**src/slpm_pkg.sv**
```systemverilog
/*
 * Constants and types for the low-power mode tracker of a mobile DDR memory.
 * Assumes a single 10 MHz command clock and command pins sampled on its rising edge.
 */
package slpm_pkg;

	// Command pin pattern {cs_n, ras_n, cas_n, we_n}
	localparam logic [3:0] SLPM_CMD_NOP = 4'h7;
	localparam logic [3:0] SLPM_CMD_ACT = 4'h3;
	localparam logic [3:0] SLPM_CMD_PRE = 4'h2;
	localparam logic [3:0] SLPM_CMD_REF = 4'h1;
	localparam logic [3:0] SLPM_CMD_OFF = 4'h6;
	localparam logic SLPM_DESEL = 1'h1;

	localparam int SLPM_BANKS = 4;
	localparam int SLPM_A10 = 10;
	localparam int SLPM_AW = 13;
	localparam int SLPM_PARSEL_W = 3;

	// Clock period and exit intervals, in ns
	localparam int SLPM_CLK_NS = 100;
	localparam int SLPM_TXSR_NS = 200;
	localparam int SLPM_TXP_NS = 25;
	localparam int SLPM_XSR_MIN_CYC = 2;
	localparam int SLPM_XSR_CYC_R = (SLPM_TXSR_NS + SLPM_CLK_NS - 1) / SLPM_CLK_NS;
	localparam int SLPM_XSR_CYC = (SLPM_XSR_CYC_R < SLPM_XSR_MIN_CYC) ?
		SLPM_XSR_MIN_CYC : SLPM_XSR_CYC_R;
	localparam int SLPM_XP_CYC_R = (SLPM_TXP_NS + SLPM_CLK_NS - 1) / SLPM_CLK_NS;
	localparam int SLPM_XP_CYC = (SLPM_XP_CYC_R < 1) ? 1 : SLPM_XP_CYC_R;
	localparam int SLPM_CNT_W = 4;

	// Self-refresh tick interval, nominal and hot, in cycles
	localparam int SLPM_SR_COOL_CYC = 16;
	localparam int SLPM_SR_HOT_CYC = 8;
	localparam int SLPM_ROW_W = 4;

	typedef enum logic [2:0] {
		SLPM_IDLE = 3'h0,
		SLPM_PPD = 3'h1,
		SLPM_APD = 3'h3,
		SLPM_SREF = 3'h2,
		SLPM_EXIT = 3'h6,
		SLPM_OFF = 3'h7,
		SLPM_CSTOP = 3'h5
	} slpm_state_e;

endpackage

```
**src/slpm_bank.sv**
```systemverilog
/*
 * One bank's open-row flag.
 * Assumes the parent only passes commands that the device accepts.
 */
`timescale 1ns/1ps
module slpm_bank (
	input wire logic clk_i,
	input wire logic rstn_i,
	input wire logic act_i,
	input wire logic pre_i,
	input wire logic clr_i,
	output logic open_o
);
	logic open_ff;
	always_ff @(posedge clk_i) begin
		if (!rstn_i || clr_i)
			open_ff <= 1'b0;
		else if (act_i)
			open_ff <= 1'b1;
		else if (pre_i)
			open_ff <= 1'b0;
	end
	assign open_o = open_ff;
endmodule // slpm_bank

```
**src/slpm_top.sv**
```systemverilog
/*
 * Low-power mode tracker of a mobile DDR memory device.
 * Assumes command, address and clock enable synchronous to clk_i; the
 * controller keeps its own side of every exit and entry sequence.
 */
// Behaviour
// - Refresh with clock enable low enters self refresh
// - Self refresh ignores all inputs but enable, partial select and temperature
// - Self refresh refreshes selected part, temperature rate
// - Enable low gives precharge or active power-down
// - Power-down disables all buffers except enable
// - Enable high with nop exits power-down
// - Power-off command with enable low clears data
`timescale 1ns/1ps
module slpm_top
	import slpm_pkg::*;
(
	input wire logic clk_i,
	input wire logic rstn_i,
	input wire logic cke_i,
	input wire logic cs_n_i,
	input wire logic ras_n_i,
	input wire logic cas_n_i,
	input wire logic we_n_i,
	input wire logic [slpm_pkg::SLPM_AW-1:0] addr_i,
	input wire logic [1:0] ba_i,
	input wire logic ck_true_i,
	input wire logic [slpm_pkg::SLPM_PARSEL_W-1:0] partial_array_refresh_select_i,
	input wire logic temp_hot_i,
	output logic [2:0] lp_state_o,
	output logic buf_en_o,
	output logic data_lost_o,
	output logic exit_busy_o,
	output logic [slpm_pkg::SLPM_BANKS-1:0] bank_open_o,
	output logic sref_tick_o,
	output logic [slpm_pkg::SLPM_ROW_W-1:0] sref_row_o
);
	import slpm_pkg::*;

	////////////////////////////////////////////////////////////////////
	// Command decode
	logic [3:0] cmd;
	wire desel = (cs_n_i == SLPM_DESEL);
	wire is_nop = desel || (cmd == SLPM_CMD_NOP);
	wire is_act = !desel && (cmd == SLPM_CMD_ACT);
	wire is_pre = !desel && (cmd == SLPM_CMD_PRE);
	wire is_ref = !desel && (cmd == SLPM_CMD_REF);
	wire is_off = !desel && (cmd == SLPM_CMD_OFF);
	assign cmd = {cs_n_i, ras_n_i, cas_n_i, we_n_i};

	slpm_state_e state_ff, nxt_state;
	logic [SLPM_CNT_W-1:0] exit_cnt_ff, nxt_exit_cnt;
	logic [SLPM_BANKS-1:0] bank_open;
	logic data_lost_ff;
	logic ck_low_ff;

	wire any_open = |bank_open;
	wire in_idle = (state_ff == SLPM_IDLE) || (state_ff == SLPM_CSTOP);
	wire cmd_live = in_idle && cke_i;

	////////////////////////////////////////////////////////////////////
	// Banks
	genvar g;
	generate
		for (g = 0; g < SLPM_BANKS; g++) begin : g_bank
			wire act_hit = cmd_live && is_act && (ba_i == 2'(g));
			wire pre_hit = cmd_live && is_pre && (addr_i[SLPM_A10] || ba_i == 2'(g));
			// Row kept open across active power-down
			slpm_bank u_bank (
				.clk_i(clk_i),
				.rstn_i(rstn_i),
				.act_i(act_hit),
				.pre_i(pre_hit),
				.clr_i(state_ff == SLPM_OFF),
				.open_o(bank_open[g])
			);
		end
	endgenerate

	////////////////////////////////////////////////////////////////////
	// Mode state machine
	always_comb begin
		nxt_state = state_ff;
		nxt_exit_cnt = (exit_cnt_ff != '0) ? exit_cnt_ff - 1'b1 : exit_cnt_ff;
		case (state_ff)
			SLPM_IDLE, SLPM_CSTOP: begin
				if (!cke_i && is_ref && !any_open) begin
					nxt_state = SLPM_SREF;
				end else if (!cke_i && is_off && !any_open) begin
					nxt_state = SLPM_OFF;
				end else if (!cke_i) begin
					nxt_state = any_open ? SLPM_APD : SLPM_PPD;
				end else if (ck_low_ff && !ck_true_i) begin
					// Enable high and clock parked low
					nxt_state = SLPM_CSTOP;
				end else begin
					nxt_state = SLPM_IDLE;
				end
			end
			SLPM_PPD, SLPM_APD: begin
				if (cke_i && is_nop) begin
					nxt_state = SLPM_EXIT;
					nxt_exit_cnt = SLPM_CNT_W'(SLPM_XP_CYC);
				end
			end
			SLPM_SREF: begin
				if (cke_i) begin
					nxt_state = SLPM_EXIT;
					nxt_exit_cnt = SLPM_CNT_W'(SLPM_XSR_CYC);
				end
			end
			SLPM_OFF: begin
				// Leave power-off on enable high with nop
				if (cke_i && is_nop)
					nxt_state = SLPM_IDLE;
			end
			SLPM_EXIT: begin
				if (exit_cnt_ff <= SLPM_CNT_W'(1))
					nxt_state = SLPM_IDLE;
			end
			default: nxt_state = SLPM_IDLE;
		endcase
	end

	always_ff @(posedge clk_i) begin
		if (!rstn_i) begin
			state_ff <= SLPM_IDLE;
			exit_cnt_ff <= '0;
			ck_low_ff <= 1'b0;
		end else begin
			state_ff <= nxt_state;
			exit_cnt_ff <= nxt_exit_cnt;
			ck_low_ff <= !ck_true_i;
		end
	end

	always_ff @(posedge clk_i) begin
		if (!rstn_i)
			data_lost_ff <= 1'b0;
		else if (nxt_state == SLPM_OFF)
			data_lost_ff <= 1'b1;
	end

	////////////////////////////////////////////////////////////////////
	// Self-refresh engine
	logic [4:0] sr_cnt_ff;
	logic [SLPM_ROW_W-1:0] row_ff;
	logic tick_ff;
	logic [SLPM_ROW_W-1:0] row_lim;
	wire in_sref = (state_ff == SLPM_SREF);
	wire [4:0] sr_period = temp_hot_i ? 5'(SLPM_SR_HOT_CYC) : 5'(SLPM_SR_COOL_CYC);
	wire sr_fire = in_sref && (sr_cnt_ff >= sr_period - 5'h1);
	// Refresh range set by partial select
	assign row_lim = {SLPM_ROW_W{1'b1}} >> partial_array_refresh_select_i[1:0];
	always_ff @(posedge clk_i) begin
		if (!rstn_i || !in_sref) begin
			sr_cnt_ff <= '0;
			row_ff <= '0;
			tick_ff <= 1'b0;
		end else begin
			sr_cnt_ff <= sr_fire ? 5'h0 : sr_cnt_ff + 5'h1;
			tick_ff <= sr_fire;
			if (sr_fire)
				row_ff <= (row_ff >= row_lim) ? '0 : row_ff + 1'b1;
		end
	end

	////////////////////////////////////////////////////////////////////
	// Outputs
	logic buf_en_ff, exit_busy_ff;
	logic [SLPM_BANKS-1:0] bank_open_ff;
	always_ff @(posedge clk_i) begin
		if (!rstn_i) begin
			buf_en_ff <= 1'b1;
			exit_busy_ff <= 1'b0;
			bank_open_ff <= '0;
		end else begin
			buf_en_ff <= (nxt_state == SLPM_IDLE) || (nxt_state == SLPM_CSTOP)
				|| (nxt_state == SLPM_EXIT);
			exit_busy_ff <= (nxt_state == SLPM_EXIT);
			bank_open_ff <= bank_open;
		end
	end
	assign lp_state_o = state_ff;
	assign buf_en_o = buf_en_ff;
	assign data_lost_o = data_lost_ff;
	assign exit_busy_o = exit_busy_ff;
	assign bank_open_o = bank_open_ff;
	assign sref_tick_o = tick_ff;
	assign sref_row_o = row_ff;
endmodule // slpm_top
```
**config.mk**
```make
export PLATFORM = sky130hd
export DESIGN_NAME = slpm_top
export DESIGN_NICKNAME = d
export VERILOG_FILES = /design/src/slpm_pkg.sv /design/src/slpm_bank.sv /design/src/slpm_top.sv
export SDC_FILE = /design/constraint.sdc
export NUM_CORES = 1
export LEC_CHECK = 0
export ABC_CLOCK_PERIOD_IN_PS = 2060
export BUFFER_PORTS_ARGS = -buffer_cell sky130_fd_sc_hd__buf_4
export CORE_ASPECT_RATIO = 1.1
export CORE_UTILIZATION = 45
export CTS_BUF_LIST = sky130_fd_sc_hd__clkbuf_4 sky130_fd_sc_hd__clkbuf_8
export DETAILED_ROUTE_END_ITERATION = 8
export PLACE_DENSITY = 0.73
export REMOVE_ABC_BUFFERS = 1
export SYNTH_ARGS = -nofsm -noshare
export SYNTH_HDL_FRONTEND = slang
export SYNTH_SLANG_ARGS = --single-unit
export TNS_END_PERCENT = 30
```
**constraint.sdc**
```tcl
create_clock -name clk_i -period 2.06 [get_ports clk_i]
set_input_delay 0.412 -clock clk_i [delete_from_list [all_inputs] [get_ports clk_i]]
set_output_delay 0.412 -clock clk_i [all_outputs]
set_load 0.01 [all_outputs]
```
==> impl_metrics.json, run 1 <==
{
  "status": "finished, violations left",
  "violations": "design-rule violations",
  "skew_ns": 0.0127,
  "rsz0062_at_grt": "false",
  "ctsHoldBuffers": 0,
  "initial_core_util_pct": 48.5,
  "max_cap_viol_count": 0,
  "synth_edf_count": 0,
  "port-buffer-count": 28,
  "p_leak_nw": 0.809,
  "ys.flop_type": "dfxtp_1",
  "required_ns": 2.29,
  "vias_per_cell": 5.70,
  "drive_above_1_share_pct": 26.4,
  "path_cells": "or4_4 -> or4_4 -> a32oi_4 -> a31o_1 -> a2bb2oi_1",
  "ys.warnings.count": 0,
  "drt_iter0_markers": 58,
  "design.die.area_um2": 3610,
  "path_class": "reg2reg",
  "worst_slew_pin_slew_ns": 0.434,
  "hold_depth": 2,
  "core_um2": 3130,
  "synth_cell_types": 45,
  "cts_buffers": 5,
  "nNetsFinal": 247,
  "min_from": "ck_true_i",
  "pre_cts_ws_ns": 0.0332,
  "dpl-instance-area_um2": 1760,
  "synth_largest_area_cell": "dfxtp_1",
  "period_needed_ns": 1.96,
  "antenna_found_initial": 0,
  "synth-seq-cells": 29,
  "fmax_mhz": 510,
  "synth-async-reset-ratio_pct": 0,
  "period_share_pct": 95.1,
  "netlist_top_cells_area": "dfxtp_1 38%, ha_1 7.4%, a21oi_1 5.3%",
  "worst-r2r-cell-count": 5,
  "yosysTopAreaCellShare_pct": 38.3,
  "syn_inst": 175,
  "rows": 21,
  "grt_overflow": 0,
  "r2r-end": "buf_en_o",
  "ant_nets": 0,
  "reg2reg_from": "g_bank[3].u_bank.open_o",
  "setup_viol": 0,
  "design_area_um2": 1840,
  "grt_pass1_vias": 1302,
  "gp_congestion": 0.834,
  "p_total_mw": 1.47,
  "vdd_drop_max_mv": 0.389,
  "power_density_nw_per_um2": 800,
  "drv_slew": 0,
  "grt_util_all_layers_pct": 19.3,
  "die_h_um": 62.9,
  "finalSetupTns_ns": 0,
  "wl_per_cell_um": 13.1,
  "cts_num_sinks": 29,
  "cts_max_level": 2,
  "root_buffer": "clkbuf_4",
  "syn_avg_cell_area_um2": 8.67,
  "cts.path.max_buffers": 2,
  "layout_setup_ws_ns": 0.101,
  "clkTransAtPathRegs_ns": 0.10,
  "crit_path_end_kind": "flop",
  "grt_first_pass_wirelength_mm": 5.49,
  "dp_hpwl_mm": 2.43,
  "grt_max_degree": 13,
  "dieWidth_um": 57.4,
  "area_delta_synth_final_pct": 21.3,
  "crit_slowest_cell": "or4_4",
  "clkLatencyLatePin_ns": 0.32,
  "startpoint_type": "flop",
  "ys_top_cells_by_count": "29 x dfxtp_1, 16 x a21oi_1, 15 x nor2_1",
  "synth_area_um2": 1520,
  "cts_tree": "built",
  "io_pins": 42,
  "hold_violations": 0,
  "drt_wl_total_mm": 3.21,
  "r2r_slack_ns": 0.10,
  "crit_arrival_ns": 2.19,
  "hold_path.class": "in2reg",
  "path_max_fanout": 3,
  "relSlewSlack_pct": 70.9,
  "drcViolationCount": 2,
  "cp_common_cell": "or4_4",
  "vias": 1402,
  "postLayoutCoreUtil_pct": 58.8,
  "diodes": 0,
  "cp_slowest_stage_delay_ns": 0.55,
  "holdPathEnd": "ck_low_ff",
  "ys_seq_area_share_pct": 38.3,
  "drtPass1Iterations": 6,
  "synth_most_common_cell": "dfxtp_1"
}
-- through the flow --
stage	std cells	hold WS [ns]
after floorplan	168	0.430
after global placement	237	0.443
after detailed placement	237	0.460
after CTS	245	0.249
after global routing	246	0.254
final	246	0.258
-- state kept, by name, summed over array words and instances, names as in the netlist --
register              flops
sr_cnt_ff                 5
bank_open_o               4
exit_cnt_ff               4
g_bank.u_bank.open_o      4
sref_row_o                4
lp_state_o                3
buf_en_o                  1
ck_low_ff                 1
data_lost_o               1
exit_busy_o               1
sref_tick_o               1
-- timing repair --
item,CTS,global route
setup endpoints to repair,0,2
buffers inserted,0,1
gates resized for setup,0,2
endpoints found under the hold margin,0,0
-- cells by family (layout without fill, tap and decap cells) --
logic type      count (synthesis)  after routing  share of synthesized area [%]
simple gates                   68             68                           24.1
compound gates                 48             48                           20.5
flops                          29             29                           38.3
buf+inv                        14             51                           5.61
fa+ha+maj                       9              9                           7.43
xor+xnor                        6              6                           3.47
mux                             1              1                          0.660
-- cell usage in the layout, fill, tap and decap left out, drive strengths merged, types with 2 or more instances in the layout --
cell    Yosys  routed
ha          9       9
buf         2      36
o21ai      12      12
xor2        4       4
nor3        8       8
or4         3       3
a21oi      16      16
or2         2       2
clkbuf      4       6
inv         7       7
nand3       7       7
and3        2       2
a211oi      3       3
xnor2       2       2
nand2      12      12
or2b        2       2
a311oi      2       2
o211ai      4       4
a21o        3       3
dfxtp      29      29
and2        6       6
clkinv      0       2
nand4       2       2
nand3b      3       3
nand2b      2       2
nor2       15      15
a31o        2       2
-- final cells by class --
class                   instances  area [um2]
clock buffers                   6        45.0
clock inverters                 2        10.0
fillers                       278        1290
inverters                       7        26.3
multi-input cells             132         865
flip-flops and latches         29         581
well taps                      34        42.5
repair buffers                 36         270
-- routing by layer --
metal | track usage [%] | part of all wire [%] | routed length [um]
met3 | 6.00 | 4.5 | 146
met2 | 34.3 | 53 | 1710
met4 | 5.79 | 0.84 | 27
met5 | 0 | 0 | 0
met1 | 21.6 | 41 | 1330
-- worst max path at each step --
stage | from | end | slack, ns | cells after the start
after floorplan | g_bank[3].u_bank.open_o | data_lost_o | 0.11 | 5
after global placement | g_bank[3].u_bank.open_o | data_lost_o | 0.05 | 5
after detailed placement | ras_n_i | data_lost_o | 0.03 | 6
after CTS | g_bank[3].u_bank.open_o | data_lost_o | 0.01 | 5
after global routing | g_bank[3].u_bank.open_o | buf_en_o | 0.02 | 5
final | g_bank[3].u_bank.open_o | buf_en_o | 0.10 | 5
-- report_power, final --
group | internal (mW) | total, mW | switching [mW]
Sequential | 0.615 | 0.657 | 0.0418
Clock | 0.143 | 0.332 | 0.189
Combinational | 0.227 | 0.482 | 0.254
Total | 0.985 | 1.47 | 0.486
-- worst max-delay path: cells and delay by family, from the launching register on --
family,cells,cell delay (ns)
simple gates,2,1.01
compound gates,3,0.54
flops,1,0.33
(Power assumes the default switching activity.)
==> inputs of run 2 (changes only) <==
BUFFER_PORTS_ARGS = -buffer_cell sky130_fd_sc_hd__buf_2   (was -buffer_cell sky130_fd_sc_hd__buf_4)
CORE_MARGIN = 5   (was default)
PLACE_DENSITY = default   (was 0.73)
PLACE_DENSITY_LB_ADDON = 0.05   (was default)
==> run 2 against run 1 <==
- the run now ends clean
- cell count increased by 1.2%
- die area increased by 28%
- design area decreased by 0.68%
- first-iteration DRC count decreased by 1.7%
- flip-flop and latch count unchanged
- register-to-register slack improved by 0.02 ns
- power increased by 15%
- non-clock buffer count increased by 1
- hold slack got worse by 0.023 ns
- clock power increased by 76%
- core utilization decreased by 3.5 points
- setup slack improved by 0.023 ns
- largest cell class unchanged
- largest power group unchanged
==> impl_metrics.json, run 2 (synthesis gave the netlist of run 1 again) <==
{
  "reg2reg_from": "g_bank[3].u_bank.open_o",
  "vias_per_cell": 5.46,
  "crit_slowest_cell": "or4_4",
  "multi_input_area_um2": 865,
  "grt_overflow": 0,
  "fill_cells": 330,
  "layout_setup_ws_ns": 0.124,
  "grt_util_all_layers_pct": 14.6,
  "p_clk_share_pct": 34.5,
  "status": "finished, final reports clean",
  "drt_iter0_markers": 57,
  "path_max_fanout": 3,
  "postLayoutCoreUtil_pct": 55.3,
  "antenna_found_initial": 0,
  "dieWidth_um": 65.4,
  "p_total_mw": 1.69,
  "wl_per_cell_um": 12.6,
  "drv_slew": 0,
  "diodes": 0,
  "cts_buffers": 5,
  "skew_ns": 0.0112,
  "dp_hpwl_mm": 2.40,
  "cts.path.max_buffers": 2,
  "postCtsSetupRepairBufs": 0,
  "crit_family": "simple AND/OR/NAND/NOR gates",
  "fmax_mhz": 516,
  "grt_max_degree": 13,
  "period_needed_ns": 1.94,
  "switchingPower_mw": 0.497,
  "rsz0062_at_grt": "false",
  "cts_tree": "built",
  "power.share.switching_pct": 29.4,
  "drcViolationCount": 0,
  "root_buffer": "clkbuf_4",
  "grt_first_pass_wirelength_mm": 5.37,
  "design_area_um2": 1830,
  "seqCellArea_um2": 581,
  "worst_slew_pin_slew_ns": 0.543,
  "max_cap_viol_count": 0,
  "ctsHoldBuffers": 0,
  "design.die.area_um2": 4630,
  "area_delta_synth_final_pct": 20.5,
  "rows": 22,
  "final_cell_mix": "29 x dfxtp_1, 28 x buf_2, 16 x a21oi_1",
  "hold_violations": 0,
  "cp_common_cell": "or4_4",
  "setup_viol": 0,
  "min_from": "ck_true_i",
  "cts_num_sinks": 29,
  "vias": 1359,
  "period_share_pct": 94.0,
  "power_density_nw_per_um2": 926,
  "dpl-instance-area_um2": 1710,
  "critPathBufInv": 0,
  "regMostFlops": "sr_cnt_ff",
  "clkTransAtPathRegs_ns": 0.10,
  "initial_core_util_pct": 45.9,
  "hold_path.class": "in2reg",
  "largest_reg_flops": 5,
  "startpoint_type": "flop",
  "p_leak_nw": 0.822,
  "post_cts_resized": 0,
  "required_ns": 2.29,
  "path_cells": "or4_4 -> or4_4 -> a32oi_4 -> nor2_2 -> a32o_1",
  "cp-startpoint": "g_bank[3].u_bank.open_o",
  "port-buffer-count": 28,
  "relSlewSlack_pct": 63.7,
  "die_h_um": 70.9,
  "power_frac_seq_pct": 38.7,
  "drtPass1Iterations": 4,
  "grt_pass1_vias": 1265,
  "pre_cts_ws_ns": 0.0279,
  "core_um2": 3300,
  "finalSetupTns_ns": 0,
  "cp_slowest_stage_delay_ns": 0.55,
  "nNetsFinal": 248,
  "drt_wl_total_mm": 3.14,
  "gp_congestion": 0.832,
  "io_pins": 42,
  "p_comb_share_pct": 26.8,
  "internal-power_mw": 1.19,
  "final_common_cell": "dfxtp_1",
  "crit_arrival_ns": 2.17,
  "vdd_drop_max_mv": 0.419,
  "cts_max_level": 2,
  "ant_nets": 0,
  "path_class": "reg2reg",
  "drive_above_1_share_pct": 26.8,
  "crit_path_end_kind": "flop",
  "clkLatencyLatePin_ns": 0.33
}
[run 2: power groups by stage]
| stage | sequential (mW) | combinational (mW) | clock (mW) |
|---|---|---|---|
| after global placement | 0.667 | 0.424 | 0 |
| after floorplan | 0.682 | 0.297 | 0 |
| after CTS | 0.656 | 0.441 | 0.603 |
| after detailed placement | 0.668 | 0.439 | 0 |
| final | 0.655 | 0.453 | 0.584 |
| after global routing | 0.664 | 0.520 | 0.628 |
[run 2: final timing paths]
kind | slack (ns) | endpoint | depth (start not counted)
min reg2reg | 0.48 | sr_cnt_ff[0] | 1
min | 0.24 | ck_low_ff | 2
max | 0.12 | data_lost_o | 5
max reg2reg | 0.12 | data_lost_o | 5
[run 2: per-layer routing]
layer / track usage, % / share of wire [%] / vias up
li1: - / - / 704
met2: 22.3 / 47 / 31
met3: 4.92 / 5.6 / 5
met4: 5.53 / 1.6 / 0
met5: 0 / 0 / -
met1: 19.0 / 46 / 619
[run 2: cell type report]
cell class / instances / share of cell area, %
Timing Repair Buffer: 37 / 11.4
Inverter: 7 / 1.44
Clock buffer: 5 / 2.05
Multi-Input combinational cell: 132 / 47.3
Tap cell: 36 / 2.47
Clock inverter: 3 / 3.56
Sequential cell: 29 / 31.8
[run 2: per-stage QoR]
step           std cells  hold WS, ns
3_3_place_gp         241        0.445
6_report             249        0.235
5_1_grt              249        0.215
2_1_floorplan        168        0.430
3_5_place_dp         241        0.470
4_1_cts              249        0.220
==> inputs of run 3 (changes only) <==
SYNTH_HIERARCHICAL = 1   (was default)
==> run 3 against run 2 <==
- global-route usage grew 0.38 points
- sequential share of layout area shrank 2.5 points
- flip-flop and latch count is the same
- power shrank 9.0%
- die area grew 9.0%
- clock skew shrank 0.0053 ns
==> impl_metrics.json, run 3 <==
{
  "regMostFlops": "sr_cnt_ff",
  "drcViolationCount": 0,
  "p_leak_nw": 0.883,
  "path_max_fanout": 5,
  "rsz0062_at_grt": "false",
  "netlist_top_cells_area": "dfxtp_1 35%, ha_1 6.7%, nor2b_1 3.4%",
  "status": "finished, final reports clean",
  "dp_hpwl_mm": 2.62,
  "hold_path.class": "in2reg",
  "postCtsSetupRepairBufs": 0,
  "hold_depth": 2,
  "ys.warnings.count": 6,
  "synth_largest_area_cell": "dfxtp_1",
  "drive_above_1_share_pct": 29.1,
  "syn_avg_cell_area_um2": 9.53,
  "grt_overflow": 0,
  "holdPathEnd": "ck_low_ff",
  "power_density_nw_per_um2": 778,
  "clkTransAtPathRegs_ns": 0.06,
  "grt_max_degree": 21,
  "postLayoutCoreUtil_pct": 54.6,
  "drtPass1Iterations": 4,
  "final_common_cell": "dfxtp_1",
  "period_share_pct": 88.6,
  "clkLatencyLatePin_ns": 0.28,
  "cts.path.max_buffers": 2,
  "cts_num_sinks": 29,
  "initial_core_util_pct": 46.3,
  "post_cts_resized": 0,
  "skew_ns": 0.00592,
  "pre_cts_ws_ns": -0.0889,
  "design_area_um2": 1980,
  "multi_input_area_um2": 1000,
  "worst-r2r-cell-count": 6,
  "wl_per_cell_um": 12.3,
  "min_from": "ck_true_i",
  "cts_buffers": 5,
  "rows": 23,
  "r2r_slack_ns": 0.24,
  "grt_pass1_vias": 1367,
  "gp_congestion": 0.754,
  "largest_reg_flops": 5,
  "synth_edf_count": 0,
  "cts_tree": "built",
  "ys_seq_area_share_pct": 34.6,
  "cp-startpoint": "sref_row_o[1]",
  "crit_arrival_ns": 2.03,
  "yosysTopAreaCellShare_pct": 34.6,
  "ys.flop_type": "dfxtp_1",
  "synth_area_um2": 1680,
  "synth_most_common_cell": "dfxtp_1",
  "required_ns": 2.26,
  "period_needed_ns": 1.82,
  "nNetsFinal": 248,
  "path_class": "reg2reg",
  "core_um2": 3630,
  "dpl-instance-area_um2": 1880,
  "crit_path_end_kind": "flop",
  "vias_per_cell": 5.12,
  "relSlewSlack_pct": 65.9,
  "startpoint_type": "flop",
  "synth-seq-cells": 29,
  "die_h_um": 74.0,
  "io_pins": 42,
  "final_cell_mix": "29 x dfxtp_1, 28 x buf_2, 13 x nor2_1",
  "port-buffer-count": 28,
  "synth_cell_types": 59,
  "diodes": 0,
  "r2r-end": "sref_row_o[2]",
  "setup_viol": 0,
  "worst_slew_pin_slew_ns": 0.506,
  "hold_violations": 0,
  "cts_max_level": 2,
  "design.die.area_um2": 5050,
  "fill_cells": 371,
  "antenna_found_initial": 0,
  "root_buffer": "clkbuf_8",
  "drv_slew": 0,
  "max_cap_viol_count": 0,
  "reg2reg_from": "sref_row_o[1]",
  "drt_iter0_markers": 40,
  "seqCellArea_um2": 581,
  "vdd_drop_max_mv": 0.335,
  "layout_setup_ws_ns": 0.235,
  "grt_util_all_layers_pct": 15.0,
  "ys_top_cells_by_count": "29 x dfxtp_1, 13 x nor2_1, 12 x inv_1",
  "fmax_mhz": 548,
  "syn_inst": 176,
  "drt_wl_total_mm": 3.24,
  "grt_first_pass_wirelength_mm": 5.71,
  "dieWidth_um": 68.2,
  "synth-async-reset-ratio_pct": 0,
  "p_total_mw": 1.54,
  "ant_nets": 0,
  "area_delta_synth_final_pct": 18.0,
  "vias": 1347,
  "ctsHoldBuffers": 0
}
[run 3: cell count changes after synthesis, moves of 3 or more]
cell and change:
o21a_1 +3, a21oi_1 -13, o211a_1 +4, nor3_1 -5, nor2b_1 +9, o21ai_0 -11
inv_1 +5
[run 3: cell families after synthesis]
family                   count (synthesis)  synth area share, %
AND/OR/NAND/NOR                         78                 29.2
XOR/XNOR                                 7                 4.10
flip-flops                              29                 34.6
AO/OA/AOI/OAI                           35                 19.2
multiplexers                             1                0.671
buffers and inverters                   17                 5.52
adder cells (fa/ha/maj)                  9                 6.71
[run 3: through the flow]
stage | std cells | hold WS, ns | setup TNS (ns)
floorplan | 171 | 0.430 | 0
global placement | 255 | 0.444 | 0
detailed placement | 255 | 0.453 | -0.0889
CTS | 263 | 0.287 | 0
global route | 263 | 0.303 | 0
finish | 263 | 0.301 | 0
[run 3: worst max path at each step]
stage / cells after the start / to / slack, ns
after detailed placement: 8 / sref_row_o[2] / -0.09
after floorplan: 7 / sref_row_o[2] / 0.20
after CTS: 6 / sref_row_o[2] / 0.22
after global routing: 6 / sref_row_o[2] / 0.14
final: 6 / sref_row_o[2] / 0.24
after global placement: 8 / sref_row_o[2] / 0.004
[run 3: layout make-up]
type	count	area share, %
Multi-Input combinational cell	130	50.8
Sequential cell	29	29.3
Timing Repair Buffer	34	9.36
Clock buffer	7	4.87
Tap cell	50	3.16
Inverter	12	2.28
Clock inverter	1	0.253
[run 3: report_power, final]
part / leakage, nW / total [mW] / internal, mW / switching [mW]
combinational: 0.593 / 0.381 / 0.179 / 0.203
sequential: 0.236 / 0.649 / 0.607 / 0.0428
clock: 0.0542 / 0.509 / 0.301 / 0.208
[run 3: worst max-delay path, cell delays in order, from the launching register on]
cell and delay (ns):
dfxtp_1 0.40, ha_1 0.25, a21o_1 0.18, a21o_1 0.21, a2111oi_4 0.45, nand2_1 0.09
o211ai_1 0.17
[run 3: layer usage]
metal	vias up	wire length [um]	track usage (%)
met4	0	77	7.95
met3	6	169	3.93
li1	703	-	-
met2	26	1540	25.5
met1	612	1460	16.9
met5	-	0	0
